$ cat src/common/gpift_defines.svh
`ifndef GPIFT_DEFINES_SVH
`define GPIFT_DEFINES_SVH

// register byte offsets
`define GPIFT_ADDR_CONFIG 8'h00
`define GPIFT_ADDR_STATUS 8'h04
`define GPIFT_ADDR_CONTROL 8'h08
`define GPIFT_ADDR_PULLDOWN 8'h0c

// config register field positions
`define GPIFT_CFG_INEN 0
`define GPIFT_CFG_OUTEN 1
`define GPIFT_CFG_OUTLVL 2
`define GPIFT_CFG_CODE_LSB 4
`define GPIFT_CFG_CHSEL_LSB 8
`define GPIFT_CFG_SYNC_LSB 12
`define GPIFT_CFG_RESET 16'h0000
`define GPIFT_PULL_RESET 8'h00

// request bit positions, shared by pin and control register
`define GPIFT_REQ_SLEEP 0
`define GPIFT_REQ_WAKE 1
`define GPIFT_REQ_FAULT 2
`define GPIFT_REQ_IDN 3
`define GPIFT_REQ_IUP 4
`define GPIFT_REQ_VDN 5
`define GPIFT_REQ_VUP 6
`define GPIFT_REQ_PROT 7
`define GPIFT_REQ_CLR 8
`define GPIFT_REQ_LOAD 9
`define GPIFT_REQ_STOP 10
`define GPIFT_REQ_RST 11
`define GPIFT_REQ_W 12
`define GPIFT_CTRL_SAVE 12
`define GPIFT_CTRL_CHAN_LSB 16

// input function codes
`define GPIFT_FN_SLEEP 4'h0
`define GPIFT_FN_FAULT 4'h2
`define GPIFT_FN_CURRENT_OUTPUT 4'h3
`define GPIFT_FN_VOLTAGE_OUTPUT 4'h4
`define GPIFT_FN_PROT 4'h5
`define GPIFT_FN_CLR 4'h7
`define GPIFT_FN_LOAD 4'h8
`define GPIFT_FN_STOP 4'h9
`define GPIFT_FN_RST 4'hb

// boot settle cycles before the power-on sample
`define GPIFT_BOOT_CYCLES 2'h3

// axi responses
`define GPIFT_RESP_OKAY 2'h0
`define GPIFT_RESP_SLVERR 2'h2

`endif

$ cat src/common/gpift_pkg.sv
`include "gpift_defines.svh"

package gpift_pkg;

    // pin input function codes
    typedef enum logic [3:0] {
        FN_SLEEP = `GPIFT_FN_SLEEP,
        FN_FAULT = `GPIFT_FN_FAULT,
        FN_CURRENT_OUTPUT = `GPIFT_FN_CURRENT_OUTPUT,
        FN_VOLTAGE_OUTPUT = `GPIFT_FN_VOLTAGE_OUTPUT,
        FN_PROT = `GPIFT_FN_PROT,
        FN_CLR = `GPIFT_FN_CLR,
        FN_LOAD = `GPIFT_FN_LOAD,
        FN_STOP = `GPIFT_FN_STOP,
        FN_RST = `GPIFT_FN_RST
    } gpift_fn_t;

    // pin configuration, bit 0 last
    typedef struct packed {
        logic [3:0] syncSel;
        logic [3:0] chSel;
        logic [3:0] code;
        logic pad;
        logic outLevel;
        logic outEn;
        logic inEn;
    } gpift_cfg_t;

    // actions handed to the converter core
    typedef struct packed {
        logic deepSleep;
        logic [3:0] ioutDown;
        logic [3:0] voutDown;
        logic [7:0] voutPull;
        logic faultDump;
        logic protect;
        logic clear;
        logic [3:0] load;
        logic [3:0] stopWave;
        logic devReset;
    } gpift_act_t;

endpackage

$ cat src/rtl/gpift_top.sv
// Implementation choices: register access over AXI4-Lite and the address map.
`timescale 1ns/1ps
`include "gpift_defines.svh"

module gpift_top (
    // clock and power-up reset
    input wire logic mclk,
    input wire logic rst,
    // axi4-lite write address
    input wire logic awvalid,
    output logic awready,
    input wire logic [7:0] awaddr,
    // axi4-lite write data
    input wire logic wvalid,
    output logic wready,
    input wire logic [31:0] wdata,
    input wire logic [3:0] wstrb,
    // axi4-lite write response
    output logic bvalid,
    input wire logic bready,
    output logic [1:0] bresp,
    // axi4-lite read address
    input wire logic arvalid,
    output logic arready,
    input wire logic [7:0] araddr,
    // axi4-lite read data
    output logic rvalid,
    input wire logic rready,
    output logic [31:0] rdata,
    output logic [1:0] rresp,
    // multifunction pin
    input wire logic pinIn,
    output logic pinOut,
    output logic pinOe,
    // actions toward the converter core
    output gpift_pkg::gpift_act_t act
);
    import gpift_pkg::*;

    // request vector for a function code and edge pair
    function automatic logic [`GPIFT_REQ_W-1:0] reqForCode(
        input logic [3:0] code, input logic fall, input logic rise);
        logic [`GPIFT_REQ_W-1:0] r;
        r = '0;
        case (code)
            FN_SLEEP: begin
                r[`GPIFT_REQ_SLEEP] = fall;
                r[`GPIFT_REQ_WAKE] = rise;
            end
            FN_FAULT: r[`GPIFT_REQ_FAULT] = fall;
            FN_CURRENT_OUTPUT: begin
                r[`GPIFT_REQ_IDN] = fall;
                r[`GPIFT_REQ_IUP] = rise;
            end
            FN_VOLTAGE_OUTPUT: begin
                r[`GPIFT_REQ_VDN] = fall;
                r[`GPIFT_REQ_VUP] = rise;
            end
            FN_PROT: r[`GPIFT_REQ_PROT] = fall;
            FN_CLR: r[`GPIFT_REQ_CLR] = fall;
            FN_LOAD: r[`GPIFT_REQ_LOAD] = fall;
            FN_STOP: r[`GPIFT_REQ_STOP] = fall;
            FN_RST: r[`GPIFT_REQ_RST] = fall;
            // unlisted codes do nothing
            default: r = '0;
        endcase
        return r;
    endfunction

    // live and nonvolatile configuration
    gpift_cfg_t cfg_q;
    gpift_cfg_t nv_q;
    logic [7:0] pull_q; // per-channel pulldown setting
    // pin synchroniser and previous sample
    logic pinS1_q;
    logic pinS2_q;
    logic pinPrev_q;
    // boot sequencing
    logic [1:0] bootCnt_q;
    logic booted_q;
    // output state
    logic deepSleep_q;
    logic [3:0] ioutDown_q;
    logic [3:0] voutDown_q;
    logic faultDump_q;
    logic protect_q;
    logic clear_q;
    logic [3:0] load_q;
    logic [3:0] stopWave_q;
    logic devReset_q;
    // axi holding registers
    logic awHeld_q;
    logic [7:0] awAddr_q;
    logic wHeld_q;
    logic [31:0] wData_q;
    logic [3:0] wStrb_q;
    logic bvalid_q;
    logic [1:0] bresp_q;
    logic rvalid_q;
    logic [31:0] rdata_q;
    logic [1:0] rresp_q;

    // byte-lane write mask from strobes
    wire [31:0] byteMask;
    genvar gi;
    generate
        for (gi = 0; gi < 4; gi++) begin : g_lane
            assign byteMask[gi*8 +: 8] = {8{wStrb_q[gi]}};
        end
    endgenerate

    // write decode
    wire doWrite = awHeld_q & wHeld_q & ~bvalid_q;
    wire [31:0] wMasked = wData_q & byteMask;
    wire wrCfg = doWrite & (awAddr_q == `GPIFT_ADDR_CONFIG);
    wire wrStat = doWrite & (awAddr_q == `GPIFT_ADDR_STATUS);
    wire wrCtrl = doWrite & (awAddr_q == `GPIFT_ADDR_CONTROL);
    wire wrPull = doWrite & (awAddr_q == `GPIFT_ADDR_PULLDOWN);
    wire wrHit = wrCfg | wrStat | wrCtrl | wrPull;
    wire [15:0] cfgNext = (cfg_q & ~byteMask[15:0])
        | wMasked[15:0];

    // read decode
    wire arHit = (araddr == `GPIFT_ADDR_CONFIG)
        | (araddr == `GPIFT_ADDR_STATUS)
        | (araddr == `GPIFT_ADDR_CONTROL)
        | (araddr == `GPIFT_ADDR_PULLDOWN);
    wire [31:0] statusWord = {21'h0, booted_q, deepSleep_q,
        voutDown_q, ioutDown_q, pinS2_q};
    wire [31:0] readMux =
        (araddr == `GPIFT_ADDR_CONFIG) ? {16'h0, cfg_q} :
        (araddr == `GPIFT_ADDR_STATUS) ? statusWord :
        (araddr == `GPIFT_ADDR_PULLDOWN) ? {24'h0, pull_q} :
        32'h0;

    // axi handshakes
    assign awready = ~awHeld_q & ~bvalid_q;
    assign wready = ~wHeld_q & ~bvalid_q;
    assign arready = ~rvalid_q;
    assign bvalid = bvalid_q;
    assign bresp = bresp_q;
    assign rvalid = rvalid_q;
    assign rdata = rdata_q;
    assign rresp = rresp_q;

    // direction from the enable bits, input wins
    assign pinOe = cfg_q.outEn & ~cfg_q.inEn;
    assign pinOut = cfg_q.outLevel;

    wire pinFall = pinPrev_q & ~pinS2_q;
    wire pinRise = ~pinPrev_q & pinS2_q;
    // one-shot boot sample of the settled level
    wire bootFire = ~booted_q & (bootCnt_q == `GPIFT_BOOT_CYCLES);
    // the pin does nothing unless the input is enabled
    wire pinMapped = cfg_q.inEn;
    wire [`GPIFT_REQ_W-1:0] pinEdgeReq =
        reqForCode(cfg_q.code, pinFall, pinRise);
    wire [`GPIFT_REQ_W-1:0] pinBootReq =
        reqForCode(cfg_q.code, ~pinS2_q, pinS2_q);
    wire [`GPIFT_REQ_W-1:0] pinRaw = !pinMapped ? '0 :
        booted_q ? pinEdgeReq : (bootFire ? pinBootReq : '0);
    // pin reset only when the mapping is saved
    wire nvReset = nv_q.inEn & (nv_q.code == FN_RST);
    wire [`GPIFT_REQ_W-1:0] nvMask =
        {nvReset, {(`GPIFT_REQ_W-1){1'b1}}};
    wire [`GPIFT_REQ_W-1:0] pinReq = pinRaw & nvMask;

    // software bits of the mapped function are blocked
    wire [`GPIFT_REQ_W-1:0] swBlock = pinMapped ?
        reqForCode(cfg_q.code, 1'b1, 1'b1) : '0;
    wire [`GPIFT_REQ_W-1:0] swReq = wrCtrl ?
        (wMasked[`GPIFT_REQ_W-1:0] & ~swBlock) : '0;
    wire swSave = wrCtrl & wMasked[`GPIFT_CTRL_SAVE];
    wire [3:0] swChan = wMasked[`GPIFT_CTRL_CHAN_LSB +: 4];

    // sleep blocks everything but wake and reset
    wire [`GPIFT_REQ_W-1:0] awakeMask = deepSleep_q ?
        ((`GPIFT_REQ_W'(1) << `GPIFT_REQ_WAKE)
        | (`GPIFT_REQ_W'(1) << `GPIFT_REQ_RST)) : '1;
    wire [`GPIFT_REQ_W-1:0] pinGo = pinReq & awakeMask;
    wire [`GPIFT_REQ_W-1:0] swGo = swReq & awakeMask;
    wire [`GPIFT_REQ_W-1:0] anyGo = pinGo | swGo;

    // per-channel masks, pin uses the select field
    wire [3:0] chOf [`GPIFT_REQ_W]; // channels hit by each request
    generate
        for (gi = 0; gi < `GPIFT_REQ_W; gi++) begin : g_chan
            assign chOf[gi] = ({4{pinGo[gi]}} & cfg_q.chSel)
                | ({4{swGo[gi]}} & swChan);
        end
    endgenerate
    wire [3:0] iDnCh = chOf[`GPIFT_REQ_IDN];
    wire [3:0] iUpCh = chOf[`GPIFT_REQ_IUP];
    wire [3:0] vDnCh = chOf[`GPIFT_REQ_VDN];
    wire [3:0] vUpCh = chOf[`GPIFT_REQ_VUP];
    wire [3:0] stopCh = chOf[`GPIFT_REQ_STOP];
    // load needs both sync selection and select
    wire [3:0] loadCh = chOf[`GPIFT_REQ_LOAD] & cfg_q.syncSel;
    wire devRst = anyGo[`GPIFT_REQ_RST];

    // action outputs, all from flip-flops
    assign act.deepSleep = deepSleep_q;
    assign act.ioutDown = ioutDown_q;
    assign act.voutDown = voutDown_q;
    assign act.voutPull = pull_q;
    assign act.faultDump = faultDump_q;
    assign act.protect = protect_q;
    assign act.clear = clear_q;
    assign act.load = load_q;
    assign act.stopWave = stopWave_q;
    assign act.devReset = devReset_q;

    // axi write channel capture and response
    always_ff @(posedge mclk or posedge rst) begin
        if (rst) begin
            awHeld_q <= 1'b0;
            awAddr_q <= 8'h00;
            wHeld_q <= 1'b0;
            wData_q <= 32'h0;
            wStrb_q <= 4'h0;
            bvalid_q <= 1'b0;
            bresp_q <= `GPIFT_RESP_OKAY;
        end else begin
            // address taken alone or with data
            if (awvalid & awready) begin
                awHeld_q <= 1'b1;
                awAddr_q <= awaddr;
            end
            // data taken alone or with address
            if (wvalid & wready) begin
                wHeld_q <= 1'b1;
                wData_q <= wdata;
                wStrb_q <= wstrb;
            end
            // both present: commit and answer
            if (doWrite) begin
                awHeld_q <= 1'b0;
                wHeld_q <= 1'b0;
                bvalid_q <= 1'b1;
                bresp_q <= wrHit ? `GPIFT_RESP_OKAY : `GPIFT_RESP_SLVERR;
            end else if (bvalid_q & bready) begin
                bvalid_q <= 1'b0;
            end
        end
    end

    // axi read channel
    always_ff @(posedge mclk or posedge rst) begin
        if (rst) begin
            rvalid_q <= 1'b0;
            rdata_q <= 32'h0;
            rresp_q <= `GPIFT_RESP_OKAY;
        end else if (arvalid & arready) begin
            rvalid_q <= 1'b1;
            rdata_q <= readMux;
            rresp_q <= arHit ? `GPIFT_RESP_OKAY : `GPIFT_RESP_SLVERR;
        end else if (rvalid_q & rready) begin
            rvalid_q <= 1'b0;
        end
    end

    // two-stage pin synchroniser and edge history
    always_ff @(posedge mclk or posedge rst) begin
        if (rst) begin
            pinS1_q <= 1'b0;
            pinS2_q <= 1'b0;
            pinPrev_q <= 1'b0;
        end else begin
            pinS1_q <= pinIn;
            pinS2_q <= pinS1_q;
            pinPrev_q <= pinS2_q;
        end
    end

    // settle count, then one boot action
    always_ff @(posedge mclk or posedge rst) begin
        if (rst) begin
            bootCnt_q <= 2'h0;
            booted_q <= 1'b0;
        end else if (devRst) begin
            // device reset repeats the boot sample
            bootCnt_q <= 2'h0;
            booted_q <= 1'b0;
        end else if (bootFire) begin
            booted_q <= 1'b1;
        end else if (!booted_q) begin
            bootCnt_q <= bootCnt_q + 2'h1;
        end
    end

    // configuration, nonvolatile copy and pulldowns
    always_ff @(posedge mclk or posedge rst) begin
        if (rst) begin
            cfg_q <= gpift_cfg_t'(`GPIFT_CFG_RESET);
            nv_q <= gpift_cfg_t'(`GPIFT_CFG_RESET);
            pull_q <= `GPIFT_PULL_RESET;
        end else begin
            // device reset reloads only the saved copy
            if (devRst) begin
                cfg_q <= nv_q;
            end else if (wrCfg) begin
                cfg_q <= gpift_cfg_t'(cfgNext);
            end
            // save command stores the live setting
            if (swSave) begin
                nv_q <= cfg_q;
            end
            if (wrPull & wStrb_q[0]) begin
                pull_q <= wData_q[7:0];
            end
        end
    end

    // persistent output state
    always_ff @(posedge mclk or posedge rst) begin
        if (rst) begin
            deepSleep_q <= 1'b0;
            ioutDown_q <= 4'h0;
            voutDown_q <= 4'h0;
        end else if (devRst) begin
            deepSleep_q <= 1'b0;
            ioutDown_q <= 4'h0;
            voutDown_q <= 4'h0;
        end else begin
            if (anyGo[`GPIFT_REQ_SLEEP]) begin
                deepSleep_q <= 1'b1;
            end else if (anyGo[`GPIFT_REQ_WAKE]) begin
                deepSleep_q <= 1'b0;
            end
            ioutDown_q <= (ioutDown_q | iDnCh) & ~iUpCh;
            voutDown_q <= (voutDown_q | vDnCh) & ~vUpCh;
        end
    end

    // one-cycle action pulses
    always_ff @(posedge mclk or posedge rst) begin
        if (rst) begin
            faultDump_q <= 1'b0;
            protect_q <= 1'b0;
            clear_q <= 1'b0;
            load_q <= 4'h0;
            stopWave_q <= 4'h0;
            devReset_q <= 1'b0;
        end else begin
            faultDump_q <= anyGo[`GPIFT_REQ_FAULT];
            protect_q <= anyGo[`GPIFT_REQ_PROT];
            clear_q <= anyGo[`GPIFT_REQ_CLR];
            load_q <= loadCh;
            stopWave_q <= stopCh;
            devReset_q <= devRst;
        end
    end

endmodule

$ cat config.mk
export PLATFORM = sky130hd
export DESIGN_NAME = gpift_top
export DESIGN_NICKNAME = d
export VERILOG_FILES = /design/src/common/gpift_pkg.sv /design/src/rtl/gpift_top.sv
export VERILOG_INCLUDE_DIRS = /design/src /design/src/common
export SDC_FILE = /design/constraint.sdc
export NUM_CORES = 1
export LEC_CHECK = 0
export BUFFER_PORTS_ARGS = -buffer_cell sky130_fd_sc_hd__buf_2
export CAP_MARGIN = 20
export CORE_UTILIZATION = 58
export DETAILED_ROUTE_END_ITERATION = 16
export PLACE_DENSITY = 0.89
export SETUP_SLACK_MARGIN = 0.15
export SLEW_MARGIN = 10
export SYNTH_ARGS = -nofsm -noshare
export SYNTH_HDL_FRONTEND = slang
export SYNTH_SLANG_ARGS = --single-unit
export TNS_END_PERCENT = 10
$ cat constraint.sdc
create_clock -name mclk -period 5.6 [get_ports mclk]
set_input_delay 0.56 -clock mclk [delete_from_list [all_inputs] [get_ports mclk]]
set_output_delay 0.56 -clock mclk [all_outputs]
set_load 0.02 [all_outputs]
==> impl_metrics.env, run 1 <==
export IMPL_status="finished clean"
export IMPL_dp_hpwl_um=9420
export IMPL_syn_area_mm2=0.00574
export IMPL_post_cts_buffers=0
export IMPL_top_usage_layer="met2"
export IMPL_cp_max_fo=30
export IMPL_ant_nets=0
export IMPL_pwr_share_comb=0.187
export IMPL_remaining_drc_errors=0
export IMPL_crit_path_end_kind="flip-flop"
export IMPL_irDropWorstVdd_mv=0.284
export IMPL_fmax_ghz=0.389
export IMPL_cpMaxStageDelayCell="o32ai_4"
export IMPL_avgViaCountPerCell=5.89
export IMPL_final_cell_mix="120 x dfrtp_1, 100 x buf_2, 53 x mux2_2, 52 x nand2_1, 33 x o21ai_0"
export IMPL_fin_tns_setup_ns=0
export IMPL_grtUsageTotal=0.287
export IMPL_grtUsageMet2=0.473
export IMPL_p_per_area_mw_per_mm2=432
export IMPL_setup_violations=0
export IMPL_async_reset_ff_frac=1.00
export IMPL_cp_buffers_inverters=1
export IMPL_startpoint_type="flip-flop"
export IMPL_cts_root_buf="clkbuf_8"
export IMPL_dp_cells=695
export IMPL_switchingPower_mw=0.896
export IMPL_portBuffers=100
export IMPL_yosys_area_top_type="dfrtp_1"
export IMPL_intPower_mw=2.03
export IMPL_coreArea_mm2=0.00942
export IMPL_finalNonFillerCells=728
export IMPL_use_met1=0.381
export IMPL_antenna_found_initial=0
export IMPL_seqPwrFrac=0.427
export IMPL_fillers=662
export IMPL_cts_reportedPaths_clkPinSlew_ns=0.06
export IMPL_fin_nets=647
export IMPL_rows=35
export IMPL_p_clk_frac=0.385
export IMPL_syn2layout_area_growth_pct=18.3
export IMPL_syn_inst=497
export IMPL_cap_violations=0
export IMPL_final_area_mm2=0.00679
export IMPL_power_leakage_nw=3.26
export IMPL_finClkSkew_ns=0.00910
export IMPL_vias=4289
export IMPL_die_area_mm2=0.0103
export IMPL_grt_pass1_vias=4208
export IMPL_ys_seq_area_frac=0.523
export IMPL_worst_pin_slew_ns=0.952
export IMPL_die_w_um=101
export IMPL_syn_avg_cell_area_um2=11.5
export IMPL_yosys_warnings=0
export IMPL_gp_congestion=0.893
export IMPL_antenna_cells=0
export IMPL_cp_required_ns=6.03
export IMPL_ys_flop_type="dfrtp_1"
export IMPL_yosys_cell_types_count=61
export IMPL_switching_share=0.306
export IMPL_post_route_period_util=0.459
export IMPL_yosys_register_bits=120
export IMPL_drive_gt1_frac=0.367
export IMPL_criticalPathCategory="flip-flop to flip-flop"
export IMPL_cts_tree="yes"
export IMPL_arrival_ns=3.00
export IMPL_htree_levels=4
export IMPL_drtIter0Drc=246
export IMPL_cts_resized_gates=0
export IMPL_gr_total_overflow=0
export IMPL_worstPathCellList="nand4b_1, or2_1, o32ai_4, buf_4, nand2_1, o21ai_2"
export IMPL_relSlewSlack=0.360
export IMPL_holdCritPathClass="input port to async pin"
export IMPL_start_util=0.610
export IMPL_cts_buffers=17
export IMPL_drt_wl_total_um=13700
export IMPL_grt_first_pass_wirelength_um=21900
export IMPL_holdBufCountCts=0
export IMPL_synth_edf_count=0
export IMPL_grtUsageMet3=0.0725
export IMPL_clk_latency_ns=0.51
export IMPL_first_pass_iters=5
export IMPL_grt_max_degree=67
export IMPL_hold_viol=0
export IMPL_grt_setup_unrepaired="false"
export IMPL_synth_top_area_frac=0.523
export IMPL_dpl_instance_area_mm2=0.00614
export IMPL_synthTopCellsByArea="dfrtp_1 52%, mux2_2 10%, mux2i_1 3.5%"
export IMPL_drt_wirelength_per_cell_um=18.8
export IMPL_whs_ns=0.159
export IMPL_crit_family="simple AND/OR/NAND/NOR gates"
export IMPL_max_stage_delay_ns=0.59
export IMPL_io_pins=132
export IMPL_cts_sinks=120
export IMPL_clockBufferDepth=2
export IMPL_period_needed_ns=2.57
export IMPL_layout_commonest_cell="dfrtp_1"
export IMPL_drv_slew=0
export IMPL_dieHeight_um=101
synthesized netlist by cell type, types with 7 or more instances:
cell      count
nand3_1      14
a211oi_1      7
mux2_2       53
clkbuf_1      9
o21ai_0      33
o21ai_2       8
nor2_1       16
mux2_4        8
a31oi_1       7
and2_1        7
dfrtp_1     120
buf_4        24
inv_1         7
nand4_1      14
nand2_1      52
a22oi_1       8
mux2i_1      20
final timing paths:
kind,startpoint,end,slack (ns),depth (start not counted)
worst max-delay path,flip-flop,flip-flop,3.03,6
worst min-delay path,rst,awAddr_q[7]$_DFFE_PP0P_,0.16,2
worst max register to register,flip-flop,flip-flop,3.03,6
worst min register to register,pinS1_q$_DFF_PP0_,pinS2_q$_DFF_PP0_,0.35,0
max in group asynchronous,rst,pull_q[2]$_DFFE_PP0P_,4.15,3
min in group mclk,pinIn,pinS1_q$_DFF_PP0_,0.16,1
layer usage:
| metal | vias up | routed length (um) |
|---|---|---|
| met1 | 2120 | 5770 |
| met3 | 19 | 936 |
| met2 | 220 | 6790 |
| met4 | 0 | 169 |
| met5 | - | 0 |
| li1 | 1930 | - |
logic make-up after synthesis:
kind of cell | share of synthesized area
flops | 0.523
compound gates | 0.115
buf+inv | 0.0639
other cells | 0.000653
fa+ha+maj | 0.00218
xor+xnor | 0.00153
mux | 0.160
simple gates | 0.134
power by group through the flow:
stage	combinational (mW)	sequential, mW	clock [mW]
floorplan	0.444	1.17	0
global placement	0.508	1.24	0
detailed placement	0.534	1.25	0
CTS	0.539	1.24	1.14
global route	0.603	1.27	1.19
finish	0.549	1.25	1.13
metrics by stage:
| step | setup WS, ns | total power, mW | util |
|---|---|---|---|
| 3_5_place_dp | 3.11 | 1.79 | 0.652 |
| 6_report | 3.03 | 2.93 | 0.721 |
| 2_1_floorplan | 1.85 | 1.62 | - |
| 4_1_cts | 3.09 | 2.92 | 0.718 |
| 5_1_grt | 2.95 | 3.06 | 0.721 |
| 3_3_place_gp | 3.15 | 1.75 | 0.652 |
final cells by class:
cell class | instances | area (um2) | share of cell area
Sequential cell | 120 | 3000 | 0.442
Multi-Input combinational cell | 337 | 2430 | 0.359
Timing Repair Buffer | 103 | 543 | 0.0800
Clock buffer | 20 | 445 | 0.0656
Clock inverter | 12 | 173 | 0.0254
Tap cell | 129 | 161 | 0.0238
Inverter | 7 | 28.8 | 0.00424
No activity file was read; power rests on OpenSTA's default activity.
==> inputs of run 2 (changes only) <==
--- a/config.mk
+++ b/config.mk
@@ -6,11 +6,12 @@
 export SDC_FILE = /design/constraint.sdc
 export NUM_CORES = 1
 export LEC_CHECK = 0
+export ABC_AREA = 1
 export BUFFER_PORTS_ARGS = -buffer_cell sky130_fd_sc_hd__buf_2
 export CAP_MARGIN = 20
-export CORE_UTILIZATION = 58
+export CORE_UTILIZATION = 50
 export DETAILED_ROUTE_END_ITERATION = 16
-export PLACE_DENSITY = 0.89
+export PLACE_DENSITY = 0.81
 export SETUP_SLACK_MARGIN = 0.15
 export SLEW_MARGIN = 10
 export SYNTH_ARGS = -nofsm -noshare
==> constraint.sdc (replaced) <==
create_clock -name mclk -period 2.1 [get_ports mclk]
set_input_delay 0.21 -clock mclk [delete_from_list [all_inputs] [get_ports mclk]]
set_output_delay 0.21 -clock mclk [all_outputs]
set_load 0.02 [all_outputs]
==> impl_metrics.env, run 2 <==
export IMPL_io_pins=132
export IMPL_async_reset_ff_frac=1.00
export IMPL_syn_area_mm2=0.00617
export IMPL_dp_hpwl_um=10800
export IMPL_grt_pass1_vias=4968
export IMPL_synth_edf_count=0
export IMPL_criticalPathCategory="flip-flop to flip-flop"
export IMPL_final_cell_mix="178 x nand2_1, 120 x dfrtp_1, 100 x buf_2, 94 x nand3_1, 76 x inv_1"
export IMPL_coreArea_mm2=0.0120
export IMPL_cts_reportedPaths_clkPinSlew_ns=0.05
export IMPL_clockBufferDepth=2
export IMPL_worst_pin_slew_ns=0.552
export IMPL_rows=40
export IMPL_ys_seq_area_frac=0.487
export IMPL_grt_first_pass_wirelength_um=24800
export IMPL_irDropWorstVdd_mv=0.856
export IMPL_cp_max_fo=16
export IMPL_drive_gt1_frac=0.229
export IMPL_fmax_ghz=0.563
export IMPL_cap_violations=0
export IMPL_syn2layout_area_growth_pct=18.8
export IMPL_total_power_mw=7.72
export IMPL_synthTopCellsByArea="dfrtp_1 49%, nand2_1 11%, nand3_1 7.6%"
export IMPL_cp_required_ns=2.40
export IMPL_post_cts_buffers=0
export IMPL_ff2ff_setup_slack_ns=0.32
export IMPL_drt_wl_total_um=15400
export IMPL_remaining_drc_errors=0
export IMPL_fin_nets=910
export IMPL_syn_avg_cell_area_um2=8.23
export IMPL_relSlewSlack=0.631
export IMPL_grtUsageTotal=0.256
export IMPL_holdCritPathClass="input port to flip-flop"
export IMPL_cts_root_buf="clkbuf_16"
export IMPL_hold_viol=0
export IMPL_cp_buffers_inverters=2
export IMPL_multi_input_area_mm2=0.00254
export IMPL_die_area_mm2=0.0128
export IMPL_fillers=1040
export IMPL_yosys_warnings=0
export IMPL_period_needed_ns=1.78
export IMPL_first_pass_iters=6
export IMPL_drtIter0Drc=530
export IMPL_p_per_area_mw_per_mm2=1050
export IMPL_max_stage_delay_ns=0.41
export IMPL_antenna_found_initial=0
export IMPL_start_util=0.513
export IMPL_htree_levels=4
export IMPL_gr_total_overflow=0
export IMPL_cts_sinks=120
export IMPL_yosys_cell_types_count=35
export IMPL_yosys_register_bits=120
export IMPL_worstPathCellList="inv_2, nand3_4, nor2_8, nand2_2, nor2_2, nor2_4, buf_4, nand3_1, nor2_1"
export IMPL_gp_congestion=0.976
export IMPL_grt_max_degree=54
export IMPL_cts_tree="yes"
export IMPL_status="finished clean"
export IMPL_crit_family="simple AND/OR/NAND/NOR gates"
export IMPL_power_leakage_nw=3.83
export IMPL_avgViaCountPerCell=5.37
export IMPL_startpoint_type="flip-flop"
export IMPL_grt_setup_unrepaired="false"
export IMPL_post_route_period_util=0.846
export IMPL_ys_flop_type="dfrtp_1"
export IMPL_arrival_ns=2.08
export IMPL_clk_latency_ns=0.42
export IMPL_seqCellArea_mm2=0.00300
export IMPL_finClkSkew_ns=0.00882
export IMPL_drt_wirelength_per_cell_um=15.3
export IMPL_yosys_top_cells_count="178 x nand2_1, 120 x dfrtp_1, 94 x nand3_1"
export IMPL_yosys_area_top_type="dfrtp_1"
export IMPL_ant_nets=0
export IMPL_crit_path_end_kind="flip-flop"
export IMPL_post_synth_top_count_cell="nand2_1"
export IMPL_syn_inst=749
export IMPL_die_w_um=113
export IMPL_setup_violations=0
export IMPL_vias=5412
export IMPL_dieHeight_um=113
export IMPL_layout_commonest_cell="nand2_1"
export IMPL_drv_slew=0
export IMPL_synth_top_area_frac=0.487
export IMPL_cpMaxStageDelayCell="dfrtp_1"
export IMPL_antenna_cells=0
export IMPL_fin_tns_setup_ns=0
export IMPL_cts_buffers=17
export IMPL_portBuffers=100
run 2: through the flow:
stage	area (um2)	utilization	setup WS, ns	cells	hold slack [ns]
6_report	7330	0.610	0.323	1008	0.0231
2_1_floorplan	6230	-	0.421	766	0.241
3_3_place_gp	6690	0.557	0.411	973	0.303
4_1_cts	7330	0.610	0.343	1008	0.00997
5_1_grt	7330	0.610	0.215	1008	0.00999
3_5_place_dp	6690	0.557	0.379	973	0.298
run 2: cells by family (layout without fill, tap and decap cells):
logic type                 count (synthesis)  count (layout)  synth area share
and+or+nand+nor                          396             396             0.296
buffers and inverters                    137             232             0.112
DFF                                      120             120             0.487
AOI/OAI and AO/OA                         74              74            0.0667
muxes                                     19              19            0.0347
adders and majority gates                  1               1           0.00203
other                                      1              18          0.000608
xor gates and xnor gates                   1               1           0.00142
run 2: repair_timing:
action | CTS | global route
endpoints found under the setup margin | 0 | 0
endpoints found under the hold margin | 25 | 0
resized for setup | 0 | 0
hold buffers | 4 | 0
run 2: layer usage:
metal  track usage  vias to the layer above  part of all wire
li1              -                     2580                 -
met1         0.335                     2501              0.41
met2         0.394                      287              0.47
met3        0.0750                       44             0.096
met4         0.116                        0             0.028
met5             0                        -                 0
run 2: where the power goes:
part           internal, mW  switching [mW]
clock network          1.94           0.996
registers              2.73           0.365
logic                 0.590            1.09
total                  5.26            2.45
run 2: final cells by class:
class / count / area share
multi-input cells: 509 / 0.347
inverters: 80 / 0.0422
well taps: 147 / 0.0251
flip-flops and latches: 120 / 0.410
clock inverters: 8 / 0.0164
clock buffers: 23 / 0.0652
repair buffers: 121 / 0.0946
run 2: path summary, 6_finish.rpt:
kind	start	end	cells after the start
worst max-delay path	bvalid$_DFFE_PP0P_	ioutDown_q[3]$_DFF_PP0_	9
worst min-delay path	awaddr[3]	awAddr_q[3]$_DFFE_PP0P_	2
worst max register to register	bvalid$_DFFE_PP0P_	ioutDown_q[3]$_DFF_PP0_	9
worst min register to register	pinS1_q$_DFF_PP0_	pinS2_q$_DFF_PP0_	0
max in group asynchronous	rst	async pin	4
min in group asynchronous	rst	rdata[12]$_DFFE_PP0P_	3
==> inputs of run 3 (changes only) <==
==> constraint.sdc (replaced) <==
create_clock -name mclk -period 1.6 [get_ports mclk]
set_input_delay 0.16 -clock mclk [delete_from_list [all_inputs] [get_ports mclk]]
set_output_delay 0.16 -clock mclk [all_outputs]
set_load 0.02 [all_outputs]
==> impl_metrics.env, run 3 (synthesis gave the netlist of run 2 again) <==
export IMPL_status="finished, violations left"
export IMPL_violations="hold timing, setup timing"
export IMPL_criticalPathCategory="flip-flop to flip-flop"
export IMPL_worst_pin_slew_ns=0.538
export IMPL_intPower_mw=7.24
export IMPL_layout_commonest_cell="nand2_1"
export IMPL_whs_ns=-0.00806
export IMPL_gr_total_overflow=0
export IMPL_worst_slack_ns=-0.114
export IMPL_post_route_period_util=1.07
export IMPL_hold_depth=3
export IMPL_fin_nets=984
export IMPL_final_cell_mix="151 x nand2_1, 120 x dfrtp_1, 99 x buf_2, 84 x nand3_1, 72 x inv_1"
export IMPL_coreArea_mm2=0.0120
export IMPL_first_pass_iters=9
export IMPL_power_leakage_nw=4.40
export IMPL_cap_violations=0
export IMPL_crit_path_end_kind="flip-flop"
export IMPL_grt_setup_unrepaired="true"
export IMPL_remaining_drc_errors=0
export IMPL_highest_layer="met4"
export IMPL_fmax_ghz=0.584
export IMPL_period_needed_ns=1.71
export IMPL_portBuffers=100
export IMPL_drt_wirelength_per_cell_um=18.8
export IMPL_io_pins=132
export IMPL_cp_max_fo=4
export IMPL_clk_latency_ns=0.43
export IMPL_clockBufferDepth=2
export IMPL_avgViaCountPerCell=5.90
export IMPL_cts_sinks=120
export IMPL_die_w_um=113
export IMPL_cts_root_buf="clkbuf_16"
export IMPL_grt_first_pass_wirelength_um=28500
export IMPL_grtUsageTotal=0.290
export IMPL_drtIter0Drc=931
export IMPL_antenna_found_initial=0
export IMPL_fillers=786
export IMPL_dp_hpwl_um=11400
export IMPL_htree_levels=4
export IMPL_seqPwrFrac=0.371
export IMPL_arrival_ns=2.03
export IMPL_p_per_area_mw_per_mm2=1290
export IMPL_wl_met3_um=2150
export IMPL_cts_tree="yes"
export IMPL_vias=6395
export IMPL_cts_reportedPaths_clkPinSlew_ns=0.06
export IMPL_hold_viol=2
export IMPL_wl_met2_um=9860
export IMPL_holdCritPathClass="input port to flip-flop"
export IMPL_ant_nets=0
export IMPL_cts_buffers=17
export IMPL_relSlewSlack=0.641
export IMPL_die_area_mm2=0.0128
export IMPL_pwr_share_comb=0.267
export IMPL_drive_gt1_frac=0.340
export IMPL_p_clk_frac=0.362
export IMPL_finClkSkew_ns=0.0115
export IMPL_startpoint_type="flip-flop"
export IMPL_place_ws_ns=-0.136
export IMPL_r2r_cells=7
export IMPL_drt_wl_total_um=20400
export IMPL_start_util=0.513
export IMPL_grt_max_degree=41
export IMPL_met1Wirelength_um=7350
export IMPL_dieHeight_um=113
export IMPL_syn2layout_area_growth_pct=37.9
export IMPL_switching_share=0.341
export IMPL_irDropWorstVdd_mv=1.29
export IMPL_drv_slew=0
export IMPL_total_power_mw=11.0
export IMPL_grt_pass1_vias=5721
export IMPL_switchingPower_mw=3.75
export IMPL_cp_required_ns=1.92
export IMPL_setup_violations=25
export IMPL_rows=40
export IMPL_gp_congestion=1.00
export IMPL_antenna_cells=0
## run 3: cell types whose count changed in the layout (fill, tap and decap cells not counted), sizes merged
| cell | previous run | this run |
|---|---|---|
| dlygate4sd3 | 4 | 29 |
| buf | 117 | 161 |
| clkbuf | 23 | 27 |
| nor2 | 77 | 80 |
| clkinv | 3 | 2 |
## run 3: cell type report
class	count	area [um2]	share of cell area
well taps	147	184	0.0216
multi-input cells	512	2930	0.344
clock buffers	25	495	0.0583
inverters	80	314	0.0369
clock inverters	7	115	0.0135
repair buffers	192	1470	0.172
flip-flops and latches	120	3000	0.353
## run 3: metal layers
| layer | GRT usage | up-vias |
|---|---|---|
| li1 | - | 2754 |
| met1 | 0.371 | 2991 |
| met2 | 0.463 | 517 |
| met3 | 0.0691 | 133 |
| met4 | 0.147 | 0 |
| met5 | 0 | - |
## run 3: per-stage QoR
stage	setup TNS, ns	cells	util	hold WS [ns]	area, um2
finish	-0.557	1083	0.708	-0.00806	8500
global route	-1.43	1083	0.708	0.0198	8500
CTS	0	1065	0.664	0.000123	7980
detailed placement	-2.53	997	0.577	0.241	6930
global placement	-1.59	997	0.577	0.239	6930
floorplan	-3.52	766	-	0.191	6240
## run 3: final timing paths
check | slack, ns | from | end
worst min register to register | 0.35 | pinS1_q$_DFF_PP0_ | pinS2_q$_DFF_PP0_
min in group asynchronous | 0.34 | rst | devReset_q$_DFF_PP0_
max in group asynchronous | 0.68 | rst | wData_q[2]$_DFFE_PP0P_
worst max-delay path | -0.11 | flip-flop | deepSleep_q$_DFFE_PP0P_
worst max register to register | -0.11 | flip-flop | deepSleep_q$_DFFE_PP0P_
worst min-delay path | -0.008 | awaddr[0] | awAddr_q[0]$_DFFE_PP0P_
## run 3: worst max-delay path, stage by stage (launching register included)
cell and delay [ns]:
dfrtp_1 0.40, buf_4 0.15, nor2_1 0.18, nand3_1 0.22
o21ai_0 0.37, nor2_1 0.11, nor2_1 0.12, nor2_1 0.06
## run 3: what timing repair did
item / in CTS / in global routing
gates cloned: 3 / 2
pin swaps: 7 / 37
resized for setup: 20 / 121
hold endpoints to repair: 46 / 0
setup endpoints to repair: 53 / 67
setup buffers: 4 / 16
hold buffers: 29 / 0
## run 3: power by group through the flow
stage | logic, mW | clock network (mW) | registers, mW
floorplan | 1.60 | 0 | 4.03
global placement | 2.35 | 0 | 4.03
detailed placement | 2.39 | 0 | 4.06
CTS | 2.52 | 3.96 | 4.01
global route | 3.11 | 4.13 | 4.11
finish | 2.93 | 3.98 | 4.08
